--- src/srs_pkg.sv ---
// Purpose: Shared constants and types for the supply reset supervisor.
// Assumes: 50 MHz clock_i; supply_low_i and rst_line_i asynchronous.
// Notes:   Times kept in their own unit, cycle counts derived.
package srs_pkg;
    // ==========================================================
    // Timing
    // ==========================================================
    localparam int SRS_CLK_HZ = 50000000;
    localparam int SRS_HOLD_MS = 100;
    localparam int SRS_BUTTON_NS = 1500;
    localparam int SRS_DIP_US = 20;
    // Least times round up
    localparam int SRS_HOLD_CYC = SRS_HOLD_MS * (SRS_CLK_HZ / 1000);
    localparam int SRS_BUTTON_CYC =
        (SRS_BUTTON_NS * (SRS_CLK_HZ / 1000000) + 999) / 1000;
    localparam int SRS_DIP_CYC = SRS_DIP_US * (SRS_CLK_HZ / 1000000);
    localparam int SRS_CNT_W = 24;
    localparam int SRS_FLT_W = 12;

    // ==========================================================
    // Output options
    // ==========================================================
    localparam logic SRS_OUT_ACTIVE_HIGH = 1'b0;
    localparam logic SRS_OUT_OPEN_DRAIN = 1'b1;
    localparam logic SRS_MANUAL_DETECT = 1'b1;

    // Reset-cause flags carried together
    typedef struct packed {
        logic supply_low;
        logic line_low;
    } srs_cause_t;

    typedef enum logic [1:0] {
        SRS_ST_LOW = 2'b00,
        SRS_ST_HOLD = 2'b01,
        SRS_ST_RUN = 2'b10
    } srs_state_t;
endpackage : srs_pkg

--- src/srs_filter.sv ---
// Purpose: Two-stage synchroniser plus persistence filter on one level.
// Assumes: Single clock domain.
// Notes:   Output asserts only after level holds QUAL_CYC cycles.
`timescale 1ns/1ns
module srs_filter #(
    parameter int W = 12,
    parameter int QUAL_CYC = 1000
) (
    // Clock and reset
    input wire logic clock_i,
    input wire logic rst_i,
    // Level in and filtered out
    input wire logic level_i,
    output logic qual_o
);
    logic sync_a;
    logic sync_b;
    logic [W-1:0] count;
    logic [W-1:0] next_count;
    logic next_qual;

    // ==========================================================
    // Next values
    // ==========================================================
    always_comb begin
        next_count = count;
        next_qual = qual_o;
        if (!sync_b) begin
            next_count = '0; // Drop below: restart qualification
            next_qual = 1'b0;
        end else if (count >= W'(QUAL_CYC - 1)) begin
            next_qual = 1'b1;
        end else begin
            next_count = count + W'(1);
        end
    end

    // Registers; sync_a feeds only sync_b
    always_ff @(posedge clock_i or posedge rst_i) begin
        if (rst_i) begin
            sync_a <= 1'b0;
            sync_b <= 1'b0;
            count <= '0;
            qual_o <= 1'b0;
        end else begin
            sync_a <= level_i;
            sync_b <= sync_a;
            count <= next_count;
            qual_o <= next_qual;
        end
    end
endmodule : srs_filter

--- src/srs_supervisor.sv ---
// Purpose: Supervisory reset sequencer with hold timer and manual detect.
// Assumes: supply_low_i comes from an analog comparator, held high while
//          the supply is below the trip threshold; clock_i is internal.
// Notes:   Output enable of the shared line is low while driving low.
`timescale 1ns/1ns
// Operation
// - Assert reset while supply is reported below trip threshold.
// - After power-up recovery hold reset a full hold period, then release.
// - Every reset assertion lasts at least one whole hold period.
// - Supply dropping low clears the hold timer completely.
// - Hold timer counts only once supply is back; reset stays asserted.
// - External rising edge after qualified low starts full hold period.
// - External line held low past minimum duration asserts reset.
// - After manual release, release reset only after the hold delay.
// - Debounce the line so bounces give one reset after last release.
// - Either party may pull the shared open-drain line low.
// - Ignore short supply dips below threshold.
// - Reset output holds a correct state down to minimum supply.
// - Below the minimum supply level the output floats.
// - Active-high variant inverts output polarity.
module srs_supervisor
    import srs_pkg::*;
#(
    parameter int HOLD_CYC = SRS_HOLD_CYC,
    parameter int DIP_CYC = SRS_DIP_CYC,
    parameter int BUTTON_CYC = SRS_BUTTON_CYC,
    parameter logic ACTIVE_HIGH = SRS_OUT_ACTIVE_HIGH,
    parameter logic OPEN_DRAIN = SRS_OUT_OPEN_DRAIN,
    parameter logic MANUAL_DETECT = SRS_MANUAL_DETECT
) (
    // Clock and reset
    input wire logic clock_i,
    input wire logic rst_i,
    // Supply monitor
    input wire logic supply_low_i,
    input wire logic supply_dead_i,
    // Shared reset line
    input wire logic rst_line_i,
    output logic rst_line_o,
    output logic rst_line_oe_n_o,
    // Status
    output logic reset_active_o
);
    srs_state_t state;
    srs_state_t next_state;
    logic [SRS_CNT_W-1:0] hold_cnt;
    logic [SRS_CNT_W-1:0] next_hold_cnt;
    srs_cause_t cause;
    logic next_active;
    logic next_line;
    logic next_oe_n;
    logic line_low_seen;
    logic next_line_low_seen;

    // ==========================================================
    // Input qualification
    // ==========================================================
    // Supply dip filter: short dips never reach the sequencer
    srs_filter #(.W(SRS_FLT_W), .QUAL_CYC(DIP_CYC)) u_dip (
        .clock_i(clock_i),
        .rst_i(rst_i),
        .level_i(supply_low_i),
        .qual_o(cause.supply_low)
    );

    // Manual line debounce; low pulses under BUTTON_CYC are dropped.
    // Sensed only while our drive is released, so our own pull can
    // never pass for a press and retrigger the hold.
    srs_filter #(.W(SRS_FLT_W), .QUAL_CYC(BUTTON_CYC)) u_btn (
        .clock_i(clock_i),
        .rst_i(rst_i),
        .level_i(MANUAL_DETECT & ~rst_line_i & rst_line_oe_n_o),
        .qual_o(cause.line_low)
    );

    // ==========================================================
    // Sequencer
    // ==========================================================
    // Our own drive also pulls the line low, so only a qualified low seen
    // while we are released counts as an external request.
    always_comb begin
        next_state = state;
        next_hold_cnt = hold_cnt;
        next_line_low_seen = line_low_seen;
        case (state)
            SRS_ST_LOW: begin
                next_hold_cnt = '0;
                if (!cause.supply_low) begin
                    next_state = SRS_ST_HOLD;
                end
            end
            SRS_ST_HOLD: begin
                if (cause.supply_low) begin
                    next_state = SRS_ST_LOW;
                    next_hold_cnt = '0;
                end else if (hold_cnt >= SRS_CNT_W'(HOLD_CYC - 1)) begin
                    next_state = SRS_ST_RUN;
                    next_hold_cnt = '0;
                end else begin
                    next_hold_cnt = hold_cnt + SRS_CNT_W'(1);
                end
            end
            SRS_ST_RUN: begin
                next_hold_cnt = '0;
                if (cause.supply_low) begin
                    next_state = SRS_ST_LOW;
                    next_line_low_seen = 1'b0;
                end else if (cause.line_low) begin
                    next_line_low_seen = 1'b1;
                end else if (line_low_seen) begin
                    // Release of the debounced line starts the hold
                    next_state = SRS_ST_HOLD;
                    next_line_low_seen = 1'b0;
                end
            end
            default: begin
                next_state = SRS_ST_LOW;
                next_hold_cnt = '0;
                next_line_low_seen = 1'b0;
            end
        endcase
        // Assert on qualified external low too, before the release
        next_active = (next_state != SRS_ST_RUN) | next_line_low_seen;
        // Drive level and enable; float when supply is dead
        next_line = ACTIVE_HIGH ? next_active : ~next_active;
        if (supply_dead_i) begin
            next_oe_n = 1'b1;
        end else if (OPEN_DRAIN) begin
            // The far side holds the line during a press; we let go so
            // that its release stays visible, then drive the hold.
            next_oe_n = (next_state == SRS_ST_RUN);
        end else begin
            next_oe_n = 1'b0;
        end
    end

    // ==========================================================
    // Registers
    // ==========================================================
    always_ff @(posedge clock_i or posedge rst_i) begin
        if (rst_i) begin
            state <= SRS_ST_LOW;
            hold_cnt <= '0;
            line_low_seen <= 1'b0;
            reset_active_o <= 1'b1;
            rst_line_o <= ACTIVE_HIGH;
            rst_line_oe_n_o <= 1'b0;
        end else begin
            state <= next_state;
            hold_cnt <= next_hold_cnt;
            line_low_seen <= next_line_low_seen;
            reset_active_o <= next_active;
            rst_line_o <= next_line;
            rst_line_oe_n_o <= next_oe_n;
        end
    end
endmodule : srs_supervisor

--- config.mk ---
export PLATFORM = sky130hd
export DESIGN_NAME = srs_supervisor
export DESIGN_NICKNAME = d
export VERILOG_FILES = /design/src/srs_pkg.sv /design/src/srs_filter.sv /design/src/srs_supervisor.sv
export SDC_FILE = /design/constraint.sdc
export NUM_CORES = 1
export LEC_CHECK = 0
export ABC_AREA = 1
export BUFFER_PORTS_ARGS = -buffer_cell sky130_fd_sc_hd__buf_2
export CAP_MARGIN = 20
export CORE_ASPECT_RATIO = 0.8
export CORE_UTILIZATION = 35
export CTS_CLUSTER_DIAMETER = 60
export CTS_CLUSTER_SIZE = 20
export DETAILED_ROUTE_END_ITERATION = 8
export GPL_TIMING_DRIVEN = 0
export SKIP_CTS_REPAIR_TIMING = 1
export SLEW_MARGIN = 20
export SYNTH_ARGS = -nofsm -noshare
export SYNTH_HDL_FRONTEND = slang
export SYNTH_SLANG_ARGS = --single-unit
--- constraint.sdc ---
create_clock -name clock_i -period 3.55 [get_ports clock_i]
set_input_delay 0.355 -clock clock_i [delete_from_list [all_inputs] [get_ports clock_i]]
set_output_delay 0.355 -clock clock_i [all_outputs]
set_load 0.02 [all_outputs]
Yosys cells after proc, flatten, opt, wreduce, memory -nomap -nowiden
Cells that the tools add are included.
{ "word_totals": {"reg_bits": 60, "inputBits": 5, "out_inout_bits": 3, "word_cells": 56} }
{ "op_classes": {"add_sub_neg": 3, "order_cmp": 3, "n_eq_ne": 8, "mux": 22, "bitwise_logic": 4, "reduce_logical": 2} }
{ "op_table": {"columns": ["operator", "n"], "rows": [
  ["$mux 24", 3],
  ["$mux 12", 4],
  ["$add 12x1->12 const B", 2],
  ["$add 24x1->24 const B", 1],
  ["$ge 24x23->1 const B", 1],
  ["$ge 12x10->1 const B", 1],
  ["$ge 12x7->1 const B", 1],
  ["$mux 2", 6],
  ["$ne 2x2->1 const B", 5],
  ["$mux 1", 7],
  ["$pmux 2 s3", 1],
  ["$eq 2x2->1 const B", 2],
  ["$eq 2x1->1 const B", 1],
  ["$logic_not 2->1", 1],
  ["$not 1->1", 2],
  ["$pmux 1 s2", 1],
  ["$reduce_or 2->1", 1],
  ["$and 1x1->1", 1],
  ["$or 1x1->1", 1]
]} }

Depth between registers and ports, before layout
{ "logic_depth": {"ltp_word": 7, "mapped_depth": 10, "depth_no_buf": 9} }

Hierarchy
A second synthesis with hierarchy kept.
{ "hier_totals": {"cells_unflattened": 425, "hier_area_um2": 3402.0} }
{ "by_module_without_submodules": {"columns": ["module", "n_inst", "cells_per_inst", "area_each_um2", "seq_area_each_um2"], "rows": [
  ["srs_supervisor", 1, 230, 1801.7, 752.0],
  ["srs_filter (u_dip)", 1, 107, 857.1, 375.4],
  ["srs_filter (u_btn)", 1, 88, 743.2, 375.4]
]} }

Least setup slack after synthesis
No wires, ideal clock.
{ "synth_timing": {"path_type": "register to register", "startpoint": "register hold_cnt[0]", "endpoint": "register hold_cnt[22]", "setup_time_ns": 0.068, "arrival_ns": 1.427, "t_required_ns": 3.482, "setup_slack_ns": 2.055, "path_stages_with_launch": 10, "path_buffers": 1, "period_less_slack_ns": 1.495, "path_cell_list": "dfrtp_1 -> ha_1 -> nand3_1 -> o21bai_1 -> nand3_1 -> inv_2 -> nor2_8 -> nand2_4 -> buf_8 -> nor2_4"} }
{ "synth_between": {"elab_chain_cells": 4, "elab_cells_between_ends": 5, "cone_classes": "add/sub (1); order compare (1); mux (3)"} }
{ "synth_lines": {"columns": ["item", "line_no", "source"], "rows": [
  ["start: declaration", "srs_supervisor.sv:46", "logic [SRS_CNT_W-1:0] hold_cnt;"],
  ["start signal: assignment", "srs_supervisor.sv:150", "hold_cnt <= next_hold_cnt;"],
  ["$add 24x1->24 or $ge 24x23->1 (tied branches)", "srs_supervisor.sv:100, srs_supervisor.sv:96", null],
  ["$mux 24 *", "srs_supervisor.sv:96", "end else if (hold_cnt >= SRS_CNT_W'(HOLD_CYC - 1)) begin"],
  ["$mux 24 *", "srs_supervisor.sv:93", "if (cause.supply_low) begin"],
  ["$mux 24 *", "srs_supervisor.sv:85", "case (state)"],
  ["net next_hold_cnt[22]", "srs_supervisor.sv:47", "logic [SRS_CNT_W-1:0] next_hold_cnt;"]
]} }
The timed path passes the listed nets; every way through them passes the cells marked *.
A chain may end at the register's enable or synchronous reset.

Worst setup path after layout
{ "layout_timing": {"startpoint": "register hold_cnt[0]", "endpoint": "register hold_cnt[5]"} }
The elaborated chain is that of the path after synthesis.

==> results.md <==
* Area Overhead vs Synth at 14.69%
* Max Clk Rate at 0.5653 GHz
* Number of port buffers at 7
* FILL cells at 897
* Final ANT Viol Nets at 0
* Core Region at 8483 um2
* Die width at 106.7 um
* Main synth FF type: dfrtp_1
* Deepest clock path buffer count at 2
* First-pass GRT wire length at 10,030 um
* Share of post-route cells with drive strength above 1 at 0.1414
* Leakage at 1.617 nW
* Synth area leader: dfrtp_1
* EDFF count, synth at 0
* GR Overflow Total at 0
* Max-Cap Viols at 0
* CTS clk-pin slew, worst paths at 0.07 ns
* Total die area at 9143 um2
* Critical path capture point type: register
* Vias in the first global route at 2,265
* Std cell rows at 30
* WL final at 5631 um
* Min cycle time layout at 1.769 ns
* Drt wl/cell at 11.08 um
* Final worst path period share at 0.4983
* PD cells at 472.1 nW/um2
* 1st-iter DRT viols at 96
* Worst reg2reg setup slack at 1.78 ns
* Final GP Congestion at 0.8682
* Ports at 8
* Initial antenna violation count at 0
* Count leader, synth: nand2_1
* Root Driver: clkbuf_8
* Inserted Diodes at 0
* Critical path class: register to register
* Worst Hold Depth at 1
* CTS tree: done
* Synth cell types at 34
* Max-slew headroom at 0.5893
* Dominant cells by area after synthesis: dfrtp_1, nand2_1, inv_1
* RSZ-0062 raised after global routing: no
* Final net count at 400
* Clock skew at 0.01121 ns
* Mapped Area at 3067 um2
* Number of remaining DRC errors at 0
* CP top delay family: simple AND/OR/NAND/NOR gates
* Die Y at 85.73 um
* CTS Sinks at 60
* Syn. warnings at 0
* Clock Latency Late Sink at 0.33 ns
* Syn Area/Cell at 8.266 um2
* Max incr delay on CP at 0.38 ns
* Pre-Repair DR Iteration Count at 5
* Crit path required time at 3.76 ns
* Largest net degree at the start of global routing at 44
* Max rail drop VDD at 0.2530 mV
* Register cell area after layout at 1503 um2
* Top cells by count, synth: nand2_1, dfrtp_1, inv_1
* Vias per cell at 4.610
* Crit path depth at 9
* Crit path DAT at 1.98 ns
* CP Launch Type: register
* Final Total Pwr at 1.660 mW
* GRT Resource Usage Total at 0.1393
* Sequential area share after synthesis at 0.4900
* Cell Chain, Critical Path: ha_1 > nand3_1 > o21bai_1 > nand3_1 > inv_2 > nor2_8 > nand2_4 > buf_8 > nor2_2
* Hold Vio Cnt, Final at 0
* R2r worst-path depth at 9
* CTS buffer count at 9
* Flops & latches, synth at 60
* Initial Util at 0.3615
* Status: finished clean
* Setup-failing EPs final at 0
* Area share of the largest cell type after synthesis at 0.4814
* Final Max Slew Viols at 0
* Multi-input gate area at 1346 um2
* Syn nets at 380
* Setup tns final at 0 ns
* H-Tree Depth at 3
* Most frequent cell on the critical path: nand3_1
* Via count at 2,342
* Worst Path Max Fanout at 10
* Ys async rst share at 1.000
* DP HPWL at 4123 um
* Crit-path slowest cell: dfrtp_1
* Tightest Pin Transition at 0.6127 ns
* CP bufs+invs at 2
* Min-delay worst type: primary input to register
* Post-Syn Instances at 371
## registers in the layout, summed over array words and instances, names as in the netlist
register and count:
hold_cnt 24, u_btn.count 12, u_dip.count 12, state 2
line_low_seen 1, reset_active_o 1, rst_line_o 1, rst_line_oe_n_o 1
u_btn.qual_o 1, u_btn.sync_a 1, u_btn.sync_b 1, u_dip.qual_o 1
u_dip.sync_a 1, u_dip.sync_b 1
## layer usage
| layer | vias up | track usage | part of all wire |
|---|---|---|---|
| met3 | 4 | 0.04103 | 0.034 |
| met2 | 29 | 0.2229 | 0.45 |
| met1 | 1099 | 0.1834 | 0.51 |
| li1 | 1210 | - | - |
| met4 | 0 | 0.04110 | 0.0048 |
| met5 | - | 0 | 0 |
## worst paths after layout
path	from	end
max	hold_cnt[0]$_DFF_PP0_	hold_cnt[5]$_DFF_PP0_
min	supply_low_i	u_dip.sync_a$_DFF_PP0_
max reg2reg	hold_cnt[0]$_DFF_PP0_	hold_cnt[5]$_DFF_PP0_
min reg2reg	u_dip.sync_a$_DFF_PP0_	u_dip.sync_b$_DFF_PP0_
max in group asynchronous	rst_i	reset_active_o$_DFF_PP1_
min in group asynchronous	rst_i	u_btn.count[6]$_DFFE_PP0P_
## where the power goes
part | switching (mW) | internal [mW]
clock network | 0.276 | 0.435
registers | 0.0214 | 0.726
logic | 0.141 | 0.0617
## worst register-to-register path, cell delays in order, from the launching register on
cell and delay, ns:
dfrtp_1 0.38, ha_1 0.20, nand3_1 0.18, o21bai_1 0.22
nand3_1 0.15, inv_2 0.12, nor2_8 0.05, nand2_4 0.14
buf_8 0.18, nor2_2 0.05
## area by class of cell
class                   instances  area share
well taps                     112     0.03984
clock buffers                  11     0.04305
flip-flops and latches         60      0.4273
plain buffers                   3    0.006403
multi-input cells             256      0.3828
clock inverters                 5     0.02383
repair buffers                  9     0.02063
inverters                      52     0.05621
## cell families after synthesis
kind of cell,count (synthesis),synth area share
AOI/OAI and AO/OA,26,0.04896
and+or+nand+nor,205,0.3150
other,1,0.001223
buffers and inverters,55,0.07099
DFF,60,0.4900
muxes,1,0.003264
xor gates and xnor gates,19,0.05426
adders and majority gates,4,0.01632
## cell usage in the layout, fill, tap and decap left out, types with 2 or more instances in the layout
| master | Yosys | routed |
|---|---|---|
| clkbuf_1 | 2 | 2 |
| o21ai_0 | 13 | 13 |
| nand3_1 | 33 | 33 |
| nand2_4 | 2 | 2 |
| nand2_1 | 80 | 80 |
| nand4_1 | 8 | 8 |
| o31ai_1 | 4 | 4 |
| xnor2_1 | 7 | 7 |
| bufinv_16 | 0 | 2 |
| buf_2 | 0 | 7 |
| clkinvlp_4 | 0 | 2 |
| o21bai_1 | 2 | 2 |
| xor2_1 | 12 | 12 |
| nor2_1 | 45 | 45 |
| a21oi_1 | 4 | 4 |
| nor2_2 | 13 | 13 |
| nor2_4 | 2 | 2 |
| inv_1 | 47 | 46 |
| ha_1 | 4 | 4 |
| clkbuf_8 | 0 | 11 |
| dfrtp_1 | 59 | 59 |
| or2_2 | 3 | 3 |
| clkinv_1 | 2 | 2 |
| nor3_1 | 10 | 10 |
| inv_2 | 3 | 3 |
| nor3_2 | 4 | 4 |
## per-stage QoR
stage	utilization	std cells	area, um2	hold slack (ns)	setup slack [ns]
after floorplan	-	371	3067	0.3312	1.712
after global placement	0.3822	490	3242	0.3313	0.8708
after detailed placement	0.3857	491	3272	0.3233	1.756
after CTS	0.4134	507	3507	-0.04933	1.749
after global routing	0.4146	508	3517	0.1287	1.641
final	0.4146	508	3517	0.1449	1.781
(Power assumes the default switching activity.)
